## src/shared/nibble_exec_pkg.sv

```systemverilog
// Constants shared by the nibble CPU execution block and its register file.
// Assumes program memory and I/O chips sit outside, behind unclocked pins.
`default_nettype none
package nibble_exec_pkg;
  // Widths
  localparam int PC_W = 12;
  localparam int WORD_W = 8;
  localparam int NIB_W = 4;
  localparam int REG_CNT = 16;

  // Upper nibble of the first instruction word
  localparam logic [3:0] OP_CONDITIONAL_JUMP = 4'h1;
  localparam logic [3:0] OP_PAIR = 4'h2;
  localparam logic [3:0] OP_INCREMENT_SKIP = 4'h7;
  localparam logic [3:0] OP_ADD = 4'h8;
  localparam logic [3:0] OP_EXCHANGE = 4'hB;
  localparam logic [3:0] OP_LOAD_IMMEDIATE = 4'hD;
  localparam logic [3:0] OP_IO = 4'hE;
  localparam logic [3:0] OP_ACC = 4'hF;

  // Lower nibble selectors for the I/O and accumulator groups
  localparam logic [3:0] IO_WRITE_DATA_MEM_PORT = 4'h1;
  localparam logic [3:0] IO_READ_PROG_MEM_PORT = 4'hA;
  localparam logic [3:0] ACC_COMPLEMENT_CARRY = 4'h3;
  localparam logic [3:0] ACC_ROTATE_LEFT = 4'h5;
  localparam logic [3:0] ACC_ROTATE_RIGHT = 4'h6;

  // Bit 0 of the pair opcode: 0 fetch immediate pair, 1 send chip select
  localparam int PAIR_SEND_BIT = 0;

  // Condition field bit positions
  localparam int COND_INVERT_BIT = 3;
  localparam int COND_ACC_ZERO_BIT = 2;
  localparam int COND_CARRY_BIT = 1;
  localparam int COND_TEST_BIT = 0;

  // Data-memory chip number field inside the first selected nibble
  localparam int DM_CHIP_HI = 3;
  localparam int DM_CHIP_LO = 2;

  // Reset values
  localparam logic [PC_W-1:0] PC_RESET = 12'h000;
  localparam logic [3:0] ACC_RESET = 4'h0;
  localparam logic CARRY_RESET = 1'b0;

  // Timing: clock period in ns, wait counts in ref_clk cycles
  localparam int CLK_PERIOD_NS = 5;
  localparam logic [3:0] FETCH_WAIT_CYC = 4'h3;
  localparam logic [3:0] PORT_WAIT_CYC = 4'h3;

  typedef enum logic [5:0] {
    ph_addr = 6'h01,
    ph_wait = 6'h02,
    ph_read = 6'h04,
    ph_exec = 6'h08,
    ph_send = 6'h10,
    ph_port = 6'h20
  } phase_e;
endpackage
`default_nettype wire
```

## src/logic/index_reg_file.sv

```systemverilog
// Sixteen four-bit index registers with two registered read ports.
// Assumes the caller holds read addresses one cycle before using data.
`timescale 1ns/10ps
`default_nettype none
module index_reg_file #(
  parameter int DEPTH = 16,
  parameter int W = 4
) (
  input wire logic ref_clk,
  input wire logic srst,
  input wire logic [3:0] rd_addr_a,
  input wire logic [3:0] rd_addr_b,
  output logic [W-1:0] rd_data_a,
  output logic [W-1:0] rd_data_b,
  input wire logic we,
  input wire logic pair,
  input wire logic [3:0] wr_addr,
  input wire logic [2*W-1:0] wr_data
);
  typedef struct packed {
    logic [DEPTH-1:0][W-1:0] cells;
    logic [W-1:0] rda;
    logic [W-1:0] rdb;
  } rf_s;

  rf_s rf_reg;
  rf_s rf_next;

  always_comb
  begin
    rf_next = rf_reg;
    rf_next.rda = rf_reg.cells[rd_addr_a];
    rf_next.rdb = rf_reg.cells[rd_addr_b];
    // Pair writes put the high byte half in the even register
    if (we && pair)
    begin
      rf_next.cells[{wr_addr[3:1], 1'b0}] = wr_data[2*W-1:W];
      rf_next.cells[{wr_addr[3:1], 1'b1}] = wr_data[W-1:0];
    end
    else if (we)
    begin
      rf_next.cells[wr_addr] = wr_data[W-1:0];
    end
  end

  always_ff @(posedge ref_clk)
  begin
    if (srst)
      rf_reg <= '0;
    else
      rf_reg <= rf_next;
  end

  assign rd_data_a = rf_reg.rda;
  assign rd_data_b = rf_reg.rdb;
endmodule
`default_nettype wire

```

## src/logic/nibble_cpu_branch_io_exec.sv

```systemverilog
// Execution core for a subset of a four-bit CPU: jumps, chip select, ports.
// Assumes program memory answers combinationally on prog_addr, and the
// test pin, program data and port input all arrive asynchronously.
//
// Contract
// RQ1: Condition 0001 jumps to second-word target when test input is low.
// RQ2: Unmet condition falls through to the next location in sequence.
// RQ3: Top condition bit inverts the test, so 1001 jumps on test high.
// RQ4: Chip select drives the register pair at subcycle two; first nibble picks program chip. Code sends even register at two, odd at three.
// RQ5: Top two bits of that first nibble name the data-memory chip.
// RQ6: Port read loads the selected program chip's port value into accumulator.
// RQ7: Load immediate puts its own low nibble into the accumulator.
// RQ8: Add uses the selected index register contents, not the field value.
// RQ9: Exchange swaps accumulator and selected index register in one step.
// RQ10: Increment-skip jumps unless the register held 15, then falls through.
// RQ11: Increment-skip target stays within the page of the following instruction.
// RQ12: Increment-skip leaves the accumulator untouched.
// RQ13: Rotates pass through carry in both directions.
// RQ14: Port write sends the accumulator to the selected data chip's port.
// RQ15: Fetch immediate pair loads the second word into the register pair.
// RQ16: Index register increments wrap modulo sixteen.
`timescale 1ns/10ps
`default_nettype none
module nibble_cpu_branch_io_exec (
  input wire logic ref_clk,
  input wire logic srst,
  input wire logic test_in,
  input wire logic [7:0] prog_data,
  input wire logic [3:0] port_in,
  output logic [11:0] prog_addr,
  output logic [3:0] bus_out,
  output logic bus_oe_n,
  output logic address_subcycle_two,
  output logic address_subcycle_three,
  output logic port_rd,
  output logic port_wr,
  output logic [3:0] prog_chip,
  output logic [1:0] data_chip,
  output logic [3:0] acc,
  output logic carry
);
  typedef struct packed {
    nibble_exec_pkg::phase_e ph;
    logic [3:0] cnt;
    logic second;
    logic [11:0] pc;
    logic [7:0] ir;
    logic [7:0] w2;
    logic [3:0] acc;
    logic carry;
    logic [11:0] prog_addr;
    logic [3:0] bus_out;
    logic bus_oe_n;
    logic sub_two;
    logic sub_three;
    logic port_rd;
    logic port_wr;
    logic [3:0] prog_chip;
    logic [1:0] data_chip;
    logic test_meta;
    logic test_sync;
    logic [7:0] prog_meta;
    logic [7:0] prog_sync;
    logic [3:0] port_meta;
    logic [3:0] port_sync;
  } core_s;

  core_s st_reg;
  core_s st_next;

  logic [3:0] rd_addr_a;
  logic [3:0] rd_addr_b;
  logic [3:0] rd_a;
  logic [3:0] rd_b;
  logic mem_we;
  logic mem_pair;
  logic [7:0] mem_wdata;
  logic [11:0] page_target;
  logic [4:0] add_sum;
  logic [4:0] acc_c;
  logic jump_cond;
  logic [3:0] op;
  logic [3:0] low;

  function automatic logic two_words(input logic [7:0] w);
    two_words = (w[7:4] == nibble_exec_pkg::OP_CONDITIONAL_JUMP)
      || (w[7:4] == nibble_exec_pkg::OP_INCREMENT_SKIP)
      || (w[7:4] == nibble_exec_pkg::OP_PAIR && !w[nibble_exec_pkg::PAIR_SEND_BIT]);
  endfunction

  assign op = st_reg.ir[7:4];
  assign low = st_reg.ir[3:0];
  // Pair ops read even and odd registers; single ops read the named one
  assign rd_addr_a = (op == nibble_exec_pkg::OP_PAIR) ? {low[3:1], 1'b0} : low;
  assign rd_addr_b = {low[3:1], 1'b1};
  // Page comes from the pc already past the second word
  assign page_target = {st_reg.pc[11:8], st_reg.w2}; // RQ11
  assign add_sum = 5'(st_reg.acc) + 5'(rd_a) + 5'(st_reg.carry); // RQ8
  assign acc_c = {st_reg.acc, st_reg.carry};
  assign jump_cond = low[nibble_exec_pkg::COND_INVERT_BIT] ^ // RQ3
    ((low[nibble_exec_pkg::COND_ACC_ZERO_BIT] && st_reg.acc == 4'h0)
    || (low[nibble_exec_pkg::COND_CARRY_BIT] && st_reg.carry)
    || (low[nibble_exec_pkg::COND_TEST_BIT] && !st_reg.test_sync)); // RQ1

  index_reg_file #(
    .DEPTH(nibble_exec_pkg::REG_CNT),
    .W(nibble_exec_pkg::NIB_W)
  ) u_regs (
    .ref_clk(ref_clk),
    .srst(srst),
    .rd_addr_a(rd_addr_a),
    .rd_addr_b(rd_addr_b),
    .rd_data_a(rd_a),
    .rd_data_b(rd_b),
    .we(mem_we),
    .pair(mem_pair),
    .wr_addr(low),
    .wr_data(mem_wdata)
  );

  always_comb
  begin
    st_next = st_reg;
    mem_we = 1'b0;
    mem_pair = 1'b0;
    mem_wdata = 8'h00;
    // Pins are only seen through the second flop of each synchroniser
    st_next.test_meta = test_in;
    st_next.test_sync = st_reg.test_meta;
    st_next.prog_meta = prog_data;
    st_next.prog_sync = st_reg.prog_meta;
    st_next.port_meta = port_in;
    st_next.port_sync = st_reg.port_meta;
    st_next.bus_oe_n = 1'b1;
    st_next.bus_out = 4'h0;
    st_next.sub_two = 1'b0;
    st_next.sub_three = 1'b0;
    st_next.port_wr = 1'b0;
    st_next.port_rd = 1'b0;
    case (st_reg.ph)
      nibble_exec_pkg::ph_addr:
      begin
        st_next.prog_addr = st_reg.pc;
        st_next.cnt = 4'h0;
        st_next.ph = nibble_exec_pkg::ph_wait;
      end
      nibble_exec_pkg::ph_wait:
      begin
        st_next.cnt = st_reg.cnt + 4'h1;
        // Waiting covers the memory path plus the two synchroniser flops
        if (st_reg.cnt == nibble_exec_pkg::FETCH_WAIT_CYC)
        begin
          st_next.pc = st_reg.pc + 12'h001; // RQ2
          if (!st_reg.second)
          begin
            st_next.ir = st_reg.prog_sync;
            st_next.second = two_words(st_reg.prog_sync);
            st_next.ph = two_words(st_reg.prog_sync) ? nibble_exec_pkg::ph_addr
              : nibble_exec_pkg::ph_read;
          end
          else
          begin
            st_next.w2 = st_reg.prog_sync;
            st_next.second = 1'b0;
            st_next.ph = nibble_exec_pkg::ph_read;
          end
        end
      end
      nibble_exec_pkg::ph_read:
      begin
        st_next.ph = nibble_exec_pkg::ph_exec;
      end
      nibble_exec_pkg::ph_exec:
      begin
        st_next.ph = nibble_exec_pkg::ph_addr;
        case (op)
          nibble_exec_pkg::OP_CONDITIONAL_JUMP:
          begin
            if (jump_cond)
              st_next.pc = page_target; // RQ1
          end
          nibble_exec_pkg::OP_PAIR:
          begin
            if (low[nibble_exec_pkg::PAIR_SEND_BIT])
            begin
              st_next.bus_out = rd_a; // RQ4
              st_next.bus_oe_n = 1'b0;
              st_next.sub_two = 1'b1;
              st_next.prog_chip = rd_a; // RQ4
              st_next.data_chip =
                rd_a[nibble_exec_pkg::DM_CHIP_HI:nibble_exec_pkg::DM_CHIP_LO]; // RQ5
              st_next.ph = nibble_exec_pkg::ph_send;
            end
            else
            begin
              mem_we = 1'b1; // RQ15
              mem_pair = 1'b1;
              mem_wdata = st_reg.w2;
            end
          end
          nibble_exec_pkg::OP_INCREMENT_SKIP:
          begin
            // Accumulator left alone so loops need not save it
            mem_we = 1'b1; // RQ12
            mem_wdata = {4'h0, rd_a + 4'h1}; // RQ16
            if (rd_a != 4'hF)
              st_next.pc = page_target; // RQ10
          end
          nibble_exec_pkg::OP_ADD:
          begin
            {st_next.carry, st_next.acc} = add_sum; // RQ8
          end
          nibble_exec_pkg::OP_EXCHANGE:
          begin
            st_next.acc = rd_a; // RQ9
            mem_we = 1'b1;
            mem_wdata = {4'h0, st_reg.acc};
          end
          nibble_exec_pkg::OP_LOAD_IMMEDIATE:
          begin
            st_next.acc = low; // RQ7
          end
          nibble_exec_pkg::OP_IO:
          begin
            if (low == nibble_exec_pkg::IO_WRITE_DATA_MEM_PORT)
            begin
              st_next.bus_out = st_reg.acc; // RQ14
              st_next.bus_oe_n = 1'b0;
              st_next.port_wr = 1'b1;
            end
            else if (low == nibble_exec_pkg::IO_READ_PROG_MEM_PORT)
            begin
              st_next.port_rd = 1'b1; // RQ6
              st_next.cnt = 4'h0;
              st_next.ph = nibble_exec_pkg::ph_port;
            end
          end
          nibble_exec_pkg::OP_ACC:
          begin
            if (low == nibble_exec_pkg::ACC_ROTATE_LEFT)
              {st_next.carry, st_next.acc} = acc_c; // RQ13
            else if (low == nibble_exec_pkg::ACC_ROTATE_RIGHT)
              {st_next.acc, st_next.carry} = {acc_c[0], acc_c[4:1]}; // RQ13
            else if (low == nibble_exec_pkg::ACC_COMPLEMENT_CARRY)
              st_next.carry = !st_reg.carry;
          end
          default:
          begin
            st_next.ph = nibble_exec_pkg::ph_addr;
          end
        endcase
      end
      nibble_exec_pkg::ph_send:
      begin
        st_next.bus_out = rd_b;
        st_next.bus_oe_n = 1'b0;
        st_next.sub_three = 1'b1;
        st_next.ph = nibble_exec_pkg::ph_addr;
      end
      nibble_exec_pkg::ph_port:
      begin
        // Strobe held while the chip's value crosses the synchroniser
        st_next.cnt = st_reg.cnt + 4'h1;
        st_next.port_rd = 1'b1;
        if (st_reg.cnt == nibble_exec_pkg::PORT_WAIT_CYC)
        begin
          st_next.acc = st_reg.port_sync; // RQ6
          st_next.port_rd = 1'b0;
          st_next.ph = nibble_exec_pkg::ph_addr;
        end
      end
      default:
      begin
        st_next.ph = nibble_exec_pkg::ph_addr;
      end
    endcase
  end

  always_ff @(posedge ref_clk)
  begin
    if (srst)
    begin
      st_reg <= '0;
      st_reg.ph <= nibble_exec_pkg::ph_addr;
      st_reg.pc <= nibble_exec_pkg::PC_RESET;
      st_reg.acc <= nibble_exec_pkg::ACC_RESET;
      st_reg.carry <= nibble_exec_pkg::CARRY_RESET;
      st_reg.bus_oe_n <= 1'b1;
    end
    else
    begin
      st_reg <= st_next;
    end
  end

  assign prog_addr = st_reg.prog_addr;
  assign bus_out = st_reg.bus_out;
  assign bus_oe_n = st_reg.bus_oe_n;
  assign address_subcycle_two = st_reg.sub_two;
  assign address_subcycle_three = st_reg.sub_three;
  assign port_rd = st_reg.port_rd;
  assign port_wr = st_reg.port_wr;
  assign prog_chip = st_reg.prog_chip;
  assign data_chip = st_reg.data_chip;
  assign acc = st_reg.acc;
  assign carry = st_reg.carry;

  // Checks
  logic ex;
  assign ex = (st_reg.ph == nibble_exec_pkg::ph_exec);
endmodule
`default_nettype wire

```

## config.mk

```make
export PLATFORM = sky130hd
export DESIGN_NAME = nibble_cpu_branch_io_exec
export DESIGN_NICKNAME = d
export VERILOG_FILES = /design/src/shared/nibble_exec_pkg.sv /design/src/logic/index_reg_file.sv /design/src/logic/nibble_cpu_branch_io_exec.sv
export SDC_FILE = /design/constraint.sdc
export NUM_CORES = 1
export LEC_CHECK = 0
export ABC_CLOCK_PERIOD_IN_PS = 5500
export BUFFER_PORTS_ARGS = -buffer_cell sky130_fd_sc_hd__buf_2
export CAP_MARGIN = 20
export CORE_ASPECT_RATIO = 1.4
export CORE_MARGIN = 2
export CORE_UTILIZATION = 40
export CTS_CLUSTER_DIAMETER = 60
export CTS_CLUSTER_SIZE = 12
export DETAILED_ROUTE_END_ITERATION = 6
export GPL_TIMING_DRIVEN = 0
export PLACE_DENSITY = 0.67
export SLEW_MARGIN = 20
export SYNTH_ARGS = -nofsm -noshare
export SYNTH_HDL_FRONTEND = slang
export SYNTH_HIERARCHICAL = 1
export SYNTH_SLANG_ARGS = --single-unit
export TNS_END_PERCENT = 20
```

## constraint.sdc

```tcl
create_clock -name ref_clk -period 5.5 [get_ports ref_clk]
set_input_delay 0.55 -clock ref_clk [delete_from_list [all_inputs] [get_ports ref_clk]]
set_output_delay 0.55 -clock ref_clk [all_outputs]
set_load 0.02 [all_outputs]
```

# Yosys cells after proc, flatten, opt, wreduce, memory -nomap -nowiden
# Index checks and enable logic that the tools add are counted.
[word_totals]
reg_bits = 169
output_inout_bits = 32
wordCells = 191
[op_classes]
addsub = 5
n_lt_le_gt_ge = 7
eq_ne = 35
mux = 62
n_bitwise = 5
reduce_logical = 35
[ops]
columns = ["operator", "count"]
rows = [
  ["$bwmux 64", 3],
  ["$mux 64", 2],
  ["$mux 8", 6],
  ["$pmux 12 s2", 2],
  ["$mux 4", 8],
  ["$pmux 6 s5", 1],
  ["$mux 28", 1],
  ["$demux 4 s3", 2],
  ["$eq 4x4->1 const B", 6],
  ["$pmux 8 s3", 1],
  ["$lt 4x5->1 const B", 4],
  ["$mux 10", 2],
  ["$pmux 5 s2", 2],
  ["$mux 6", 3],
  ["$bmux 4 s4", 1],
  ["$demux 4 s4", 1],
  ["$eq 4x2->1 const B", 4],
  ["$eq 4x3->1 const B", 4],
  ["$pmux 4 s4", 1],
  ["$mux 5", 3],
  ["$reduce_and 3->1", 5],
  ["$mux 1", 13],
  ["$add 12x1->12 const B", 1],
  ["$bmux 4 s3", 1],
  ["other kinds (36)", 72],
]

# Logic depth before layout (Yosys ltp)
# Gate-level depths: netlist (run 1).
[logic_depth]
ltp_word = 8
depth_mapped = 11
mapped_depth_nobuf = 8

# Cells and area by module
# Netlist (run 1), hierarchy kept.
[by_module_without_submodules]
columns = ["module", "instances", "cells_each", "area_per_inst_um2"]
rows = [
  ["nibble_cpu_branch_io_exec", 1, 550, 4788.3],
  ["index_reg_file", 1, 374, 3792.4],
]

# Worst setup path after synthesis (run 1)
# OpenSTA, ideal clock, no wires.
[synth_timing]
path_kind = "register to register"
start = "reg st_reg, in the netlist low[0]"
end = "reg u_regs/rf_reg[11] in the netlist's numbering"
setup_ns = 0.142
arrival_ns = 2.464
required_ns = 5.358
setup_slack_ns = 2.894
path_stages_with_launch = 9
n_path_buf = 2
synth_period_minus_slack_ns = 2.606
cell_sequence = "dfxtp_1 clkbuf_1 nor4_1 and2_1 and2_1 clkbuf_1 nor3b_1 a21oi_1 a211oi_1"
[synth_rtl]
columns = ["element", "line", "source"]
rows = [
  ["start: declaration", "nibble_cpu_branch_io_exec.sv:68", "core_s st_reg;"],
  ["start signal: assignment", "nibble_cpu_branch_io_exec.sv:292", "st_reg <= st_next;"],
  ["$mux 1 *", "nibble_cpu_branch_io_exec.sv:184", "if (low[nibble_exec_pkg::PAIR_SEND_BIT])"],
  ["$mux 1 *", "nibble_cpu_branch_io_exec.sv:176", "case (op)"],
  ["$mux 1 *", "nibble_cpu_branch_io_exec.sv:140", "case (st_reg.ph)"],
  ["named net mem_pair", "nibble_cpu_branch_io_exec.sv:76", "logic mem_pair;"],
  ["$logic_and 1x1->1 *", "index_reg_file.sv:35", "if (we && pair)"],
  ["$mux 64 or $reduce_bool 2->1 (tied branches)", "-", ""],
  ["end signal: assignment", "index_reg_file.sv:51", "rf_reg <= rf_next;"],
  ["end: declaration", "index_reg_file.sv:26", "rf_s rf_reg;"],
]
# The timed path passes the listed nets; every way through them passes the cells marked *. The select of a mux whose other input is x is not followed.
# A chain may end at the register's enable or synchronous reset.

# Worst setup path in the final report (run 1)
[layout_timing]
start = "reg st_reg[96] in the netlist's numbering"
end = "reg u_regs/rf_reg[34] in the netlist's numbering"
[layout_rtl]
columns = ["element", "line", "source"]
rows = [
  ["$eq 6x4->1 *", "nibble_cpu_branch_io_exec.sv:140", ""],
  ["$mux 1 *", "nibble_cpu_branch_io_exec.sv:140", ""],
  ["named net mem_we", "nibble_cpu_branch_io_exec.sv:75", "logic mem_we;"],
  ["$logic_and 1x1->1", "index_reg_file.sv:35", ""],
  ["$mux 64 or $reduce_bool 2->1 (tied branches)", "-", ""],
]
# Marks and branches as above.

==> run summary, run 1 <==
outcome = finished, final reports clean
Yosys top cell area share = 39.0%
initial drt markers = 705
Slew @ Worst Pin = 1.11 ns
Setup-failing EPs final = 0
Initial Util = 40.6%
DR vias/cell = 5.74
total iterations of the first detailed-routing run = 6
Combinational Power Share = 7.9%
GP Congestion = 0.954
Die Height = 177 um
most used flip-flop cell after synthesis = dfxtp_1
Max VDD drop = 0.217 mV
Netlist Area Pre-Place = 8580 um2
number of synthesized register bits = 167
HPWL Detailed = 17800 um
synth top area cells = dfxtp_1, mux2i_1, mux4_2
PostCTS Resize Cnt = 0
asr flop ratio synth = 0%
detailed-route via count = 7252
post-synth top area cell = dfxtp_1
skew final = 0.0115 ns
worst setup path class = flip-flop to flip-flop
CTS buffer count = 17
final cycle utilization of the critical path = 67.7%
Placed Cells = 1231
first-pass GRT wire length = 38100 um
unrepaired setup endpoints after global routing = false
Row Count = 63
Data arrival, critical path = 4.00 ns
clk sinks = 167
syn avg cell area = 9.29 um2
nets = 1013
initial antenna violation count = 0
Slowest Stage Delay on Critical Path = 0.83 ns
Post-DRT Antenna Nets = 0
Worst Hold Depth = 2
Total Neg Setup Slack = 0 ns
pwr dens = 266 nW/um2
Min Hold Slack = 0.313 ns
pin count of the biggest net entering global routing = 20
fin crit period = 3.72 ns
CP required = 5.78 ns
area grow syn2layout = 13.3%
Worst R2R Path Depth = 11
total wire length after detailed routing = 24000 um
Core ar. = 21100 um2
CP endpoint kind = flip-flop
Hold Vio Cnt, Final = 0
grt total ovfl = 0
Ant. Diodes = 0
number of flops mapped to enable cells by yosys = 0
hold_buf cts = 0
max_slew headroom = 26.3%
Slew Viols, Final = 0
share of cells above drive strength 1 = 18.4%
CTS clock-pin slew for the worst setup and hold paths = 0.07 ns
max reg flops = 64
Pint = 0.00190 W
WL per Instance = 19.0 um
clock power share = 44.4%
Post-CTS Setup Inserts = 0
crit path launch type = flip-flop
Max-Cap Viols = 0
Longest Clk Path Bufs = 2
vias in the first global route = 7045
Seq/Total Area, Yosys = 39.0%
leakage = 3.50 nW
sw frac = 26.5%
I/O Buffers = 46
Hold Path Class = primary input to flip-flop
gr usage total = 21.8%
Die Wd = 128 um
full die area = 22700 um2
crit path cell chain = buf_6, nor4_4, and2_1, buf_2, clkbuf_1, and3_1, and2_1, clkbuf_1, nor3b_1, a21oi_1, a211oi_1
fin cells = 1263
IO Pins = 47
CP max stage cell = a21oi_1
P_sw = 0.000687 W
Max Fclk = 0.269 GHz
CTS tree = built
DRC Markers = 0
clock latency on the worst-skew pair = 0.44 ns
Root Buffer = clkbuf_16
sequential fraction of design power = 47.7%
Worst Path Max Fanout = 10
YS warnings = 6
H-Tree Depth = 4
Synth cell types = 75
cell count after synthesis = 924
## placed cells by master (no fill, tap or decap), types with 9 or more instances in the layout
master | Yosys | layout
buf_4 | 38 | 38
mux2i_1 | 57 | 57
nand3_1 | 33 | 33
nor2_1 | 105 | 105
a211oi_1 | 33 | 33
o21ai_1 | 9 | 9
nand4_1 | 13 | 13
o21ai_0 | 22 | 22
a32oi_1 | 10 | 10
nand2_1 | 62 | 62
and3_1 | 10 | 10
buf_2 | 10 | 56
a21oi_1 | 53 | 53
a22oi_1 | 9 | 9
o211ai_1 | 9 | 9
nor2b_1 | 38 | 38
dfxtp_1 | 167 | 165
mux4_2 | 24 | 24
clkbuf_16 | 0 | 17
nor3_4 | 9 | 9
nor3_1 | 12 | 12
xnor2_1 | 10 | 10
clkbuf_1 | 44 | 44
## cells by family (layout without fill, tap and decap cells)
family          Yosys count  count (layout)  share of synthesized area [%]
mux                      83              83                           13.3
simple gates            345             345                           22.3
flops                   167             167                           39.0
buf+inv                 105             183                           6.58
xor+xnor                 17              17                           1.74
other cells               1               2                         0.0437
fa+ha+maj                 8               8                           1.34
compound gates          198             198                           15.8
## power groups by stage
| stage | clock network, W | logic, W | registers [W] |
|---|---|---|---|
| after floorplan | 0 | 0.000154 | 0.00126 |
| after global placement | 0 | 0.000202 | 0.00126 |
| after detailed placement | 0 | 0.000203 | 0.00126 |
| after CTS | 0.00117 | 0.000204 | 0.00124 |
| after global routing | 0.00122 | 0.000221 | 0.00124 |
| final | 0.00115 | 0.000204 | 0.00124 |
## critical path: cells and delay by family, from the launching register on
| family | cells | cell delay [ns] |
|---|---|---|
| buffers and inverters | 4 | 1.00 |
| AND/OR/NAND/NOR | 5 | 1.22 |
| AO/OA/AOI/OAI | 2 | 1.03 |
| flip-flops | 1 | 0.31 |
## cell usage after synthesis, drive strengths merged (3+ instances only)
cell type / instances
buf: 53
inv: 8
nor4b: 3
o31ai: 8
dfxtp: 167
nor4: 11
and2: 8
o211ai: 9
xnor2: 10
nand2b: 7
nor2: 106
mux4: 24
nand2: 65
a21oi: 53
nor2b: 38
a22o: 7
a211oi: 33
a22oi: 9
nand3b: 7
nand4: 13
and3: 10
o21ai: 31
ha: 6
a2bb2oi: 3
a311oi: 4
nor3b: 8
or3: 4
o22ai: 7
clkbuf: 44
nor3: 23
nand3: 33
a32oi: 10
xor2: 7
mux2i: 57
## metrics by stage
stage | utilization (%) | worst slack, ns | cell area, um2 | total power (W)
after detailed placement | 43.3 | 1.85 | 9150 | 0.00147
after CTS | 46.0 | 1.84 | 9710 | 0.00261
after global placement | 43.3 | 1.64 | 9140 | 0.00146
after floorplan | - | 2.89 | 8580 | 0.00142
after global routing | 46.0 | 1.53 | 9720 | 0.00268
final | 46.0 | 1.78 | 9720 | 0.00259
## cell type report
class,count,area [um2]
Tap cell,260,325
Multi-Input combinational cell,653,4690
Buffer,97,534
Fill cell,2017,11400
Sequential cell,167,3350
Clock inverter,15,139
Inverter,8,30.0
Timing Repair Buffer,46,230
Clock buffer,17,425
## per-layer routing
metal	wire, um	part of all wire, %	global-route usage (%)	up-vias
met5	0	0	0	-
met4	1380	5.7	13.3	0
met3	978	4.1	3.71	70
met2	12500	52	39.3	271
met1	9170	38	23.7	3440
li1	-	-	-	3471
## final timing paths
check / end / slack, ns / from
min reg2reg: st_reg[9] / 0.44 / st_next[9]
min: st_next[2] / 0.31 / port_in[2]
max reg2reg: u_regs/rf_reg[34] / 1.78 / st_reg[96]
max: u_regs/rf_reg[34] / 1.78 / st_reg[96]
No activity file was read; power rests on OpenSTA's default activity.
==> run 2, diff against run 1 <==
--- a/config.mk
+++ b/config.mk
@@ -5,7 +5,8 @@
 export SDC_FILE = /design/constraint.sdc
 export NUM_CORES = 1
 export LEC_CHECK = 0
-export ABC_CLOCK_PERIOD_IN_PS = 5500
+export ABC_AREA = 1
+export ABC_CLOCK_PERIOD_IN_PS = 3500
 export BUFFER_PORTS_ARGS = -buffer_cell sky130_fd_sc_hd__buf_2
 export CAP_MARGIN = 20
 export CORE_ASPECT_RATIO = 1.4
==> constraint.sdc (replaced) <==
create_clock -name ref_clk -period 3.5 [get_ports ref_clk]
set_input_delay 0.35 -clock ref_clk [delete_from_list [all_inputs] [get_ports ref_clk]]
set_output_delay 0.35 -clock ref_clk [all_outputs]
set_load 0.02 [all_outputs]
==> run 2 against run 1 <==
Effect of this change:
- core utilization rose by 0.19 points
- critical path type unchanged
- combinational power rose by 67%
- largest cell class unchanged
- hold slack got worse by 0.20 ns
==> run summary, run 2 <==
Max VDD drop = 0.344 mV
commonest non-fill, non-tap cell in the layout = nand2_1
post-synthesis compound-gate area fraction = 13.9%
final cycle utilization of the critical path = 83.0%
worst reg2reg setup slack = 0.59 ns
vias in the first global route = 8146
nets = 1411
HPWL Detailed = 21000 um
fin crit period = 2.91 ns
Total Neg Setup Slack = 0 ns
Max-Cap Viols = 0
P_sw = 0.00107 W
Core ar. = 21300 um2
CTS clock-pin slew for the worst setup and hold paths = 0.07 ns
Netlist Area Pre-Place = 8680 um2
crit path launch type = flip-flop
CTS buffer count = 17
Post-DRT Antenna Nets = 0
Hold EP = st_next[24]
clock latency on the worst-skew pair = 0.44 ns
Pint = 0.00316 W
full die area = 22900 um2
worst setup path class = flip-flop to flip-flop
Synth Area in Simple Gates = 31.4%
adder-cell share of the synthesized area = 1.33%
Max Fclk = 0.344 GHz
Hold Vio Cnt, Final = 0
CP required = 3.83 ns
synth cell count leaders = nand2_1, inv_1, nor2_1
Slew @ Worst Pin = 0.817 ns
cell count after synthesis = 1323
Initial Util = 40.8%
synth top area cells = dfxtp_1, nand3_1, nand2_1
HP Start = test_in
Data arrival, critical path = 3.23 ns
asr flop ratio synth = 0%
area grow syn2layout = 13.2%
number of synthesized register bits = 167
initial drt markers = 692
total iterations of the first detailed-routing run = 5
gr usage total = 23.7%
Post-DP Area = 9240 um2
Design Area, Final = 9830 um2
Ant. Diodes = 0
pwr dens = 430 nW/um2
Combinational Power Share = 8.0%
clock power share = 44.9%
Hold Path Class = primary input to flip-flop
most frequent cell after synthesis = nand2_1
sequential fraction of design power = 47.1%
max reg flops = 64
Seq/Total Area, Yosys = 38.5%
post-synthesis xor/xnor area fraction = 0.706%
commonest non-fill, non-tap cells in the layout = nand2_1, inv_1, nor2_1, nand3_1, dfxtp_1
skew final = 0.0102 ns
CP endpoint kind = flip-flop
DRC Markers = 0
DR vias/cell = 5.10
share of cells above drive strength 1 = 12.1%
Slew Viols, Final = 0
post-synth top area cell = dfxtp_1
R2R Path Start = op[1]
clk sinks = 167
grt total ovfl = 0
detailed-route via count = 8478
reg2reg end = u_regs/rf_reg[46]
Die Height = 178 um
Worst Hold Depth = 3
Root Buffer = clkbuf_16
Worst R2R Path Depth = 12
syn avg cell area = 6.56 um2
largest family of logic cells by synthesized area = simple AND/OR/NAND/NOR gates
mux share of post-synthesis cell area = 0%
most used flip-flop cell after synthesis = dfxtp_1
Die Wd = 129 um
Synth cell types = 39
total wire length after detailed routing = 26600 um
Yosys top cell area share = 38.5%
number of flops mapped to enable cells by yosys = 0
GP Congestion = 0.978
first-pass GRT wire length = 41400 um
Post-CTS Setup Inserts = 0
Worst Path Max Fanout = 8
CTS tree = built
sw frac = 25.3%
Synthesized Nets = 1346
Setup-failing EPs final = 0
YS warnings = 6
I/O Buffers = 46
WL per Instance = 16.0 um
H-Tree Depth = 4
IO Pins = 47
pin count of the biggest net entering global routing = 19
leakage = 4.44 nW
max_slew headroom = 45.5%
Row Count = 63
Longest Clk Path Bufs = 2
outcome = finished, final reports clean
initial antenna violation count = 0
unrepaired setup endpoints after global routing = false
## run 2: cell types whose count changed after synthesis, sizes merged, moves of 14 or more
cell	previous run	this run
inv	8	196
nand2	65	234
nand3	33	175
nor2	106	194
o21ai	31	119
mux2i	57	0
nor2b	38	0
a21oi	53	88
a211oi	33	1
mux4	24	0
nor3	23	8
clkbuf	44	30
## run 2: cell type report
| type | count | area [um2] |
|---|---|---|
| repair buffers | 46 | 230 |
| clock buffers | 19 | 443 |
| inverters | 198 | 743 |
| fillers | 2299 | 11500 |
| flip-flops and latches | 167 | 3340 |
| well taps | 260 | 325 |
| clock inverters | 13 | 145 |
| multi-input cells | 872 | 4120 |
| plain buffers | 86 | 483 |
## run 2: cells by family after synthesis
kind of cell / count (synthesis)
AND/OR/NAND/NOR: 626
buffers and inverters: 284
AO/OA/AOI/OAI: 230
flip-flops: 167
adder cells (fa/ha/maj): 8
XOR/XNOR: 7
other: 1
## run 2: per-stage QoR
stage	util, %	power [W]	instances	worst slack, ns	hold slack [ns]
after CTS	46.2	0.00426	1661	0.295	0.0996
after global placement	43.4	0.00236	1629	0.384	0.398
final	46.2	0.00423	1661	0.594	0.115
after global routing	46.2	0.00438	1661	0.262	0.114
after detailed placement	43.4	0.00237	1629	0.329	0.395
after floorplan	-	0.00227	1323	1.04	0.388
## run 2: timing repair
item,4_1_cts,5_1_grt
setup endpoints to repair,0,42
hold buffers,0,0
resized for setup,0,1
## run 2: power groups by stage
stage          sequential (W)  combinational (W)  clock (W)
2_1_floorplan         0.00202           0.000251          0
3_3_place_gp          0.00203           0.000328          0
3_5_place_dp          0.00203           0.000333          0
4_1_cts               0.00199           0.000334    0.00193
5_1_grt               0.00200           0.000380    0.00201
6_report              0.00199           0.000340    0.00190
## run 2: worst max-delay path by stage
stage,startpoint,to,slack [ns]
after floorplan,op[1],u_regs/rf_reg[16],1.04
after global placement,op[1],u_regs/rf_reg[9],0.38
after detailed placement,op[1],u_regs/rf_reg[9],0.33
after CTS,op[1],u_regs/rf_reg[9],0.30
after global routing,op[1],u_regs/rf_reg[13],0.26
final,op[1],u_regs/rf_reg[46],0.59
## run 2: per-layer routing
layer	part of all wire [%]	track usage (%)	vias to the layer above
met3	3.4	3.57	100
li1	-	-	4322
met2	51	42.6	271
met1	38	24.5	3785
met5	0	0	-
met4	7.6	18.2	0
## run 2: critical path, cell delays in order (launching register included)
cell and delay [ns]:
dfxtp_1 0.42, inv_1 0.09, nor2_2 0.15, nand2_1 0.19
nor3_2 0.49, inv_1 0.19, nand2_1 0.09, buf_2 0.18
o211ai_1 0.29, nor2_1 0.37, inv_1 0.16, nor2_1 0.12
nor2_1 0.06
==> run 3, diff against run 2 <==
--- a/config.mk
+++ b/config.mk
@@ -5,8 +5,8 @@
 export SDC_FILE = /design/constraint.sdc
 export NUM_CORES = 1
 export LEC_CHECK = 0
-export ABC_AREA = 1
-export ABC_CLOCK_PERIOD_IN_PS = 3500
+export ABC_AREA = 0
+export ABC_CLOCK_PERIOD_IN_PS = 2500
 export BUFFER_PORTS_ARGS = -buffer_cell sky130_fd_sc_hd__buf_2
 export CAP_MARGIN = 20
 export CORE_ASPECT_RATIO = 1.4
@@ -16,7 +16,7 @@
 export CTS_CLUSTER_SIZE = 12
 export DETAILED_ROUTE_END_ITERATION = 6
 export GPL_TIMING_DRIVEN = 0
-export PLACE_DENSITY = 0.67
+export PLACE_DENSITY = 0.69
 export SLEW_MARGIN = 20
 export SYNTH_ARGS = -nofsm -noshare
 export SYNTH_HDL_FRONTEND = slang
==> constraint.sdc (replaced) <==
create_clock -name ref_clk -period 2.5 [get_ports ref_clk]
set_input_delay 0.25 -clock ref_clk [delete_from_list [all_inputs] [get_ports ref_clk]]
set_output_delay 0.25 -clock ref_clk [all_outputs]
set_load 0.02 [all_outputs]
==> run 3 against run 2 <==
Effect of this change:
- clock skew rose by 0.0014 ns
- highest routed layer unchanged
- global-route usage fell by 2.0 points
- first-iteration DRC count rose by 0.29%
- critical path type unchanged
- sequential power rose by 37%
- clock power rose by 39%
- final cell count fell by 23%
- total power rose by 37%
==> run summary, run 3 (same netlist as run 1, synthesis figures left out) <==
CP endpoint kind = flip-flop
final cycle utilization of the critical path = 97.4%
clock latency on the worst-skew pair = 0.44 ns
total iterations of the first detailed-routing run = 5
pwr dens = 572 nW/um2
full die area = 22700 um2
GP Congestion = 0.964
total wire length after detailed routing = 24100 um
outcome = finished, final reports clean
Initial Util = 40.6%
DR vias/cell = 5.77
commonest non-fill, non-tap cell in the layout = dfxtp_1
Slew Viols, Final = 0
Ant. Diodes = 0
commonest non-fill, non-tap cells in the layout = dfxtp_1, nor2_1, nand2_1, buf_4, mux2i_1
CTS clock-pin slew for the worst setup and hold paths = 0.07 ns
share of cells above drive strength 1 = 23.1%
I/O Buffers = 46
HP Start = port_in[0]
Root Buffer = clkbuf_16
Hold Vio Cnt, Final = 0
H-Tree Depth = 4
vias in the first global route = 7108
pin count of the biggest net entering global routing = 20
max layer used = met4
CTS tree = built
reg2reg end = st_reg[78]
worst reg2reg setup slack = 0.07 ns
grt total ovfl = 0
CTS buffer count = 17
Worst Path Max Fanout = 19
max_slew headroom = 47.7%
unrepaired setup endpoints after global routing = true
nets = 1030
HPWL Detailed = 17600 um
Hold EP = st_next[0]
Slew @ Worst Pin = 0.782 ns
crit path launch type = flip-flop
leakage = 3.69 nW
detailed-route via count = 7388
Die Wd = 128 um
skew final = 0.0116 ns
clk sinks = 167
IO Pins = 47
Row Count = 63
Worst R2R Path Depth = 6
Design Area, Final = 10200 um2
worst slack, placed = -0.717 ns
DRC Markers = 0
WL per Instance = 18.9 um
M1 WL = 9080 um
area grow syn2layout = 18.5%
max reg flops = 64
met2 WL post-DR = 12400 um
Max-Cap Viols = 0
Longest Clk Path Bufs = 2
Max VDD drop = 0.472 mV
Final WS setup = 0.0660 ns
Core ar. = 21100 um2
CP required = 2.82 ns
worst setup path class = flip-flop to flip-flop
R2R Path Start = low[2]
Post-DRT Antenna Nets = 0
Setup-failing EPs final = 0
gr usage total = 21.7%
first-pass GRT wire length = 37900 um
Die Height = 177 um
Post-DP Area = 9170 um2
Routed met3 length = 1120 um
initial drt markers = 694
Min Hold Slack = 0.0270 ns
fin crit period = 2.43 ns
initial antenna violation count = 0
Worst Hold Depth = 2
Hold Path Class = primary input to flip-flop
Data arrival, critical path = 2.76 ns
Max Fclk = 0.411 GHz
==> run 3: cell count changes in the layout (fill, tap and decap cells not counted), moves of 36 or more <==
cell     previous run  this run
nand3_1           172        32
nor2_1            180       102
nor2b_1             0        36
mux2i_1             0        56
inv_1             191         8
o21ai_0           113        22
nand2_1           227        61
a21oi_1            88        49
==> run 3: critical path: stages, from the launching register on <==
cell	delay, ns
dfxtp_4	0.57
buf_4	0.26
or4b_1	0.49
o221ai_2	0.29
mux2i_2	0.37
nor3_1	0.09
o221a_1	0.23
==> run 3: repair_timing <==
item	4_1_cts	5_1_grt
setup buffers	10	11
hold buffers	0	0
gates resized for setup	36	32
hold endpoints to repair	0	0
pin swaps	4	7
setup endpoints to repair	81	74
==> run 3: how the worst max path moves through the flow <==
stage	from	endpoint	cells past startpoint
6_report	low[2]	st_reg[78]	6
2_1_floorplan	st_reg[91]	u_regs/rf_reg[10]	11
3_3_place_gp	st_reg[91]	u_regs/rf_reg[32]	11
5_1_grt	op[2]	u_regs/rf_reg[33]	11
3_5_place_dp	st_reg[91]	u_regs/rf_reg[34]	11
4_1_cts	op[2]	u_regs/rd_data_a[2]	10
==> run 3: final cells by class <==
cell class                      instances  area, um2
Sequential cell                       167       3350
Tap cell                              260        325
Buffer                                 93        578
Multi-Input combinational cell        653       4830
Clock inverter                         13        146
Timing Repair Buffer                   67        458
Inverter                                8       30.0
Clock buffer                           19        443
Fill cell                            1979      11000
==> run 3: through the flow <==
stage,TNS (ns),utilization (%),cells,power (W)
after floorplan,0,-,925,0.00311
final,0,48.1,1280,0.00581
after CTS,-0.0180,47.3,1270,0.00586
after global placement,-31.10,43.4,1231,0.00322
after detailed placement,-33.37,43.4,1231,0.00323
after global routing,-0.0593,48.1,1280,0.00602
==> run 3: where the power goes <==
group          leakage (nW)  internal, W  switching, W  total, W
combinational          2.06     0.000185      0.000276  0.000461
sequential             1.35      0.00270     0.0000199   0.00272
clock                 0.278      0.00151       0.00113   0.00264
==> run 3: metal layers <==
metal | track usage (%) | vias up
li1 | - | 3514
met1 | 23.1 | 3475
met2 | 39.0 | 305
met3 | 3.77 | 94
met4 | 14.2 | 0
met5 | 0 | -
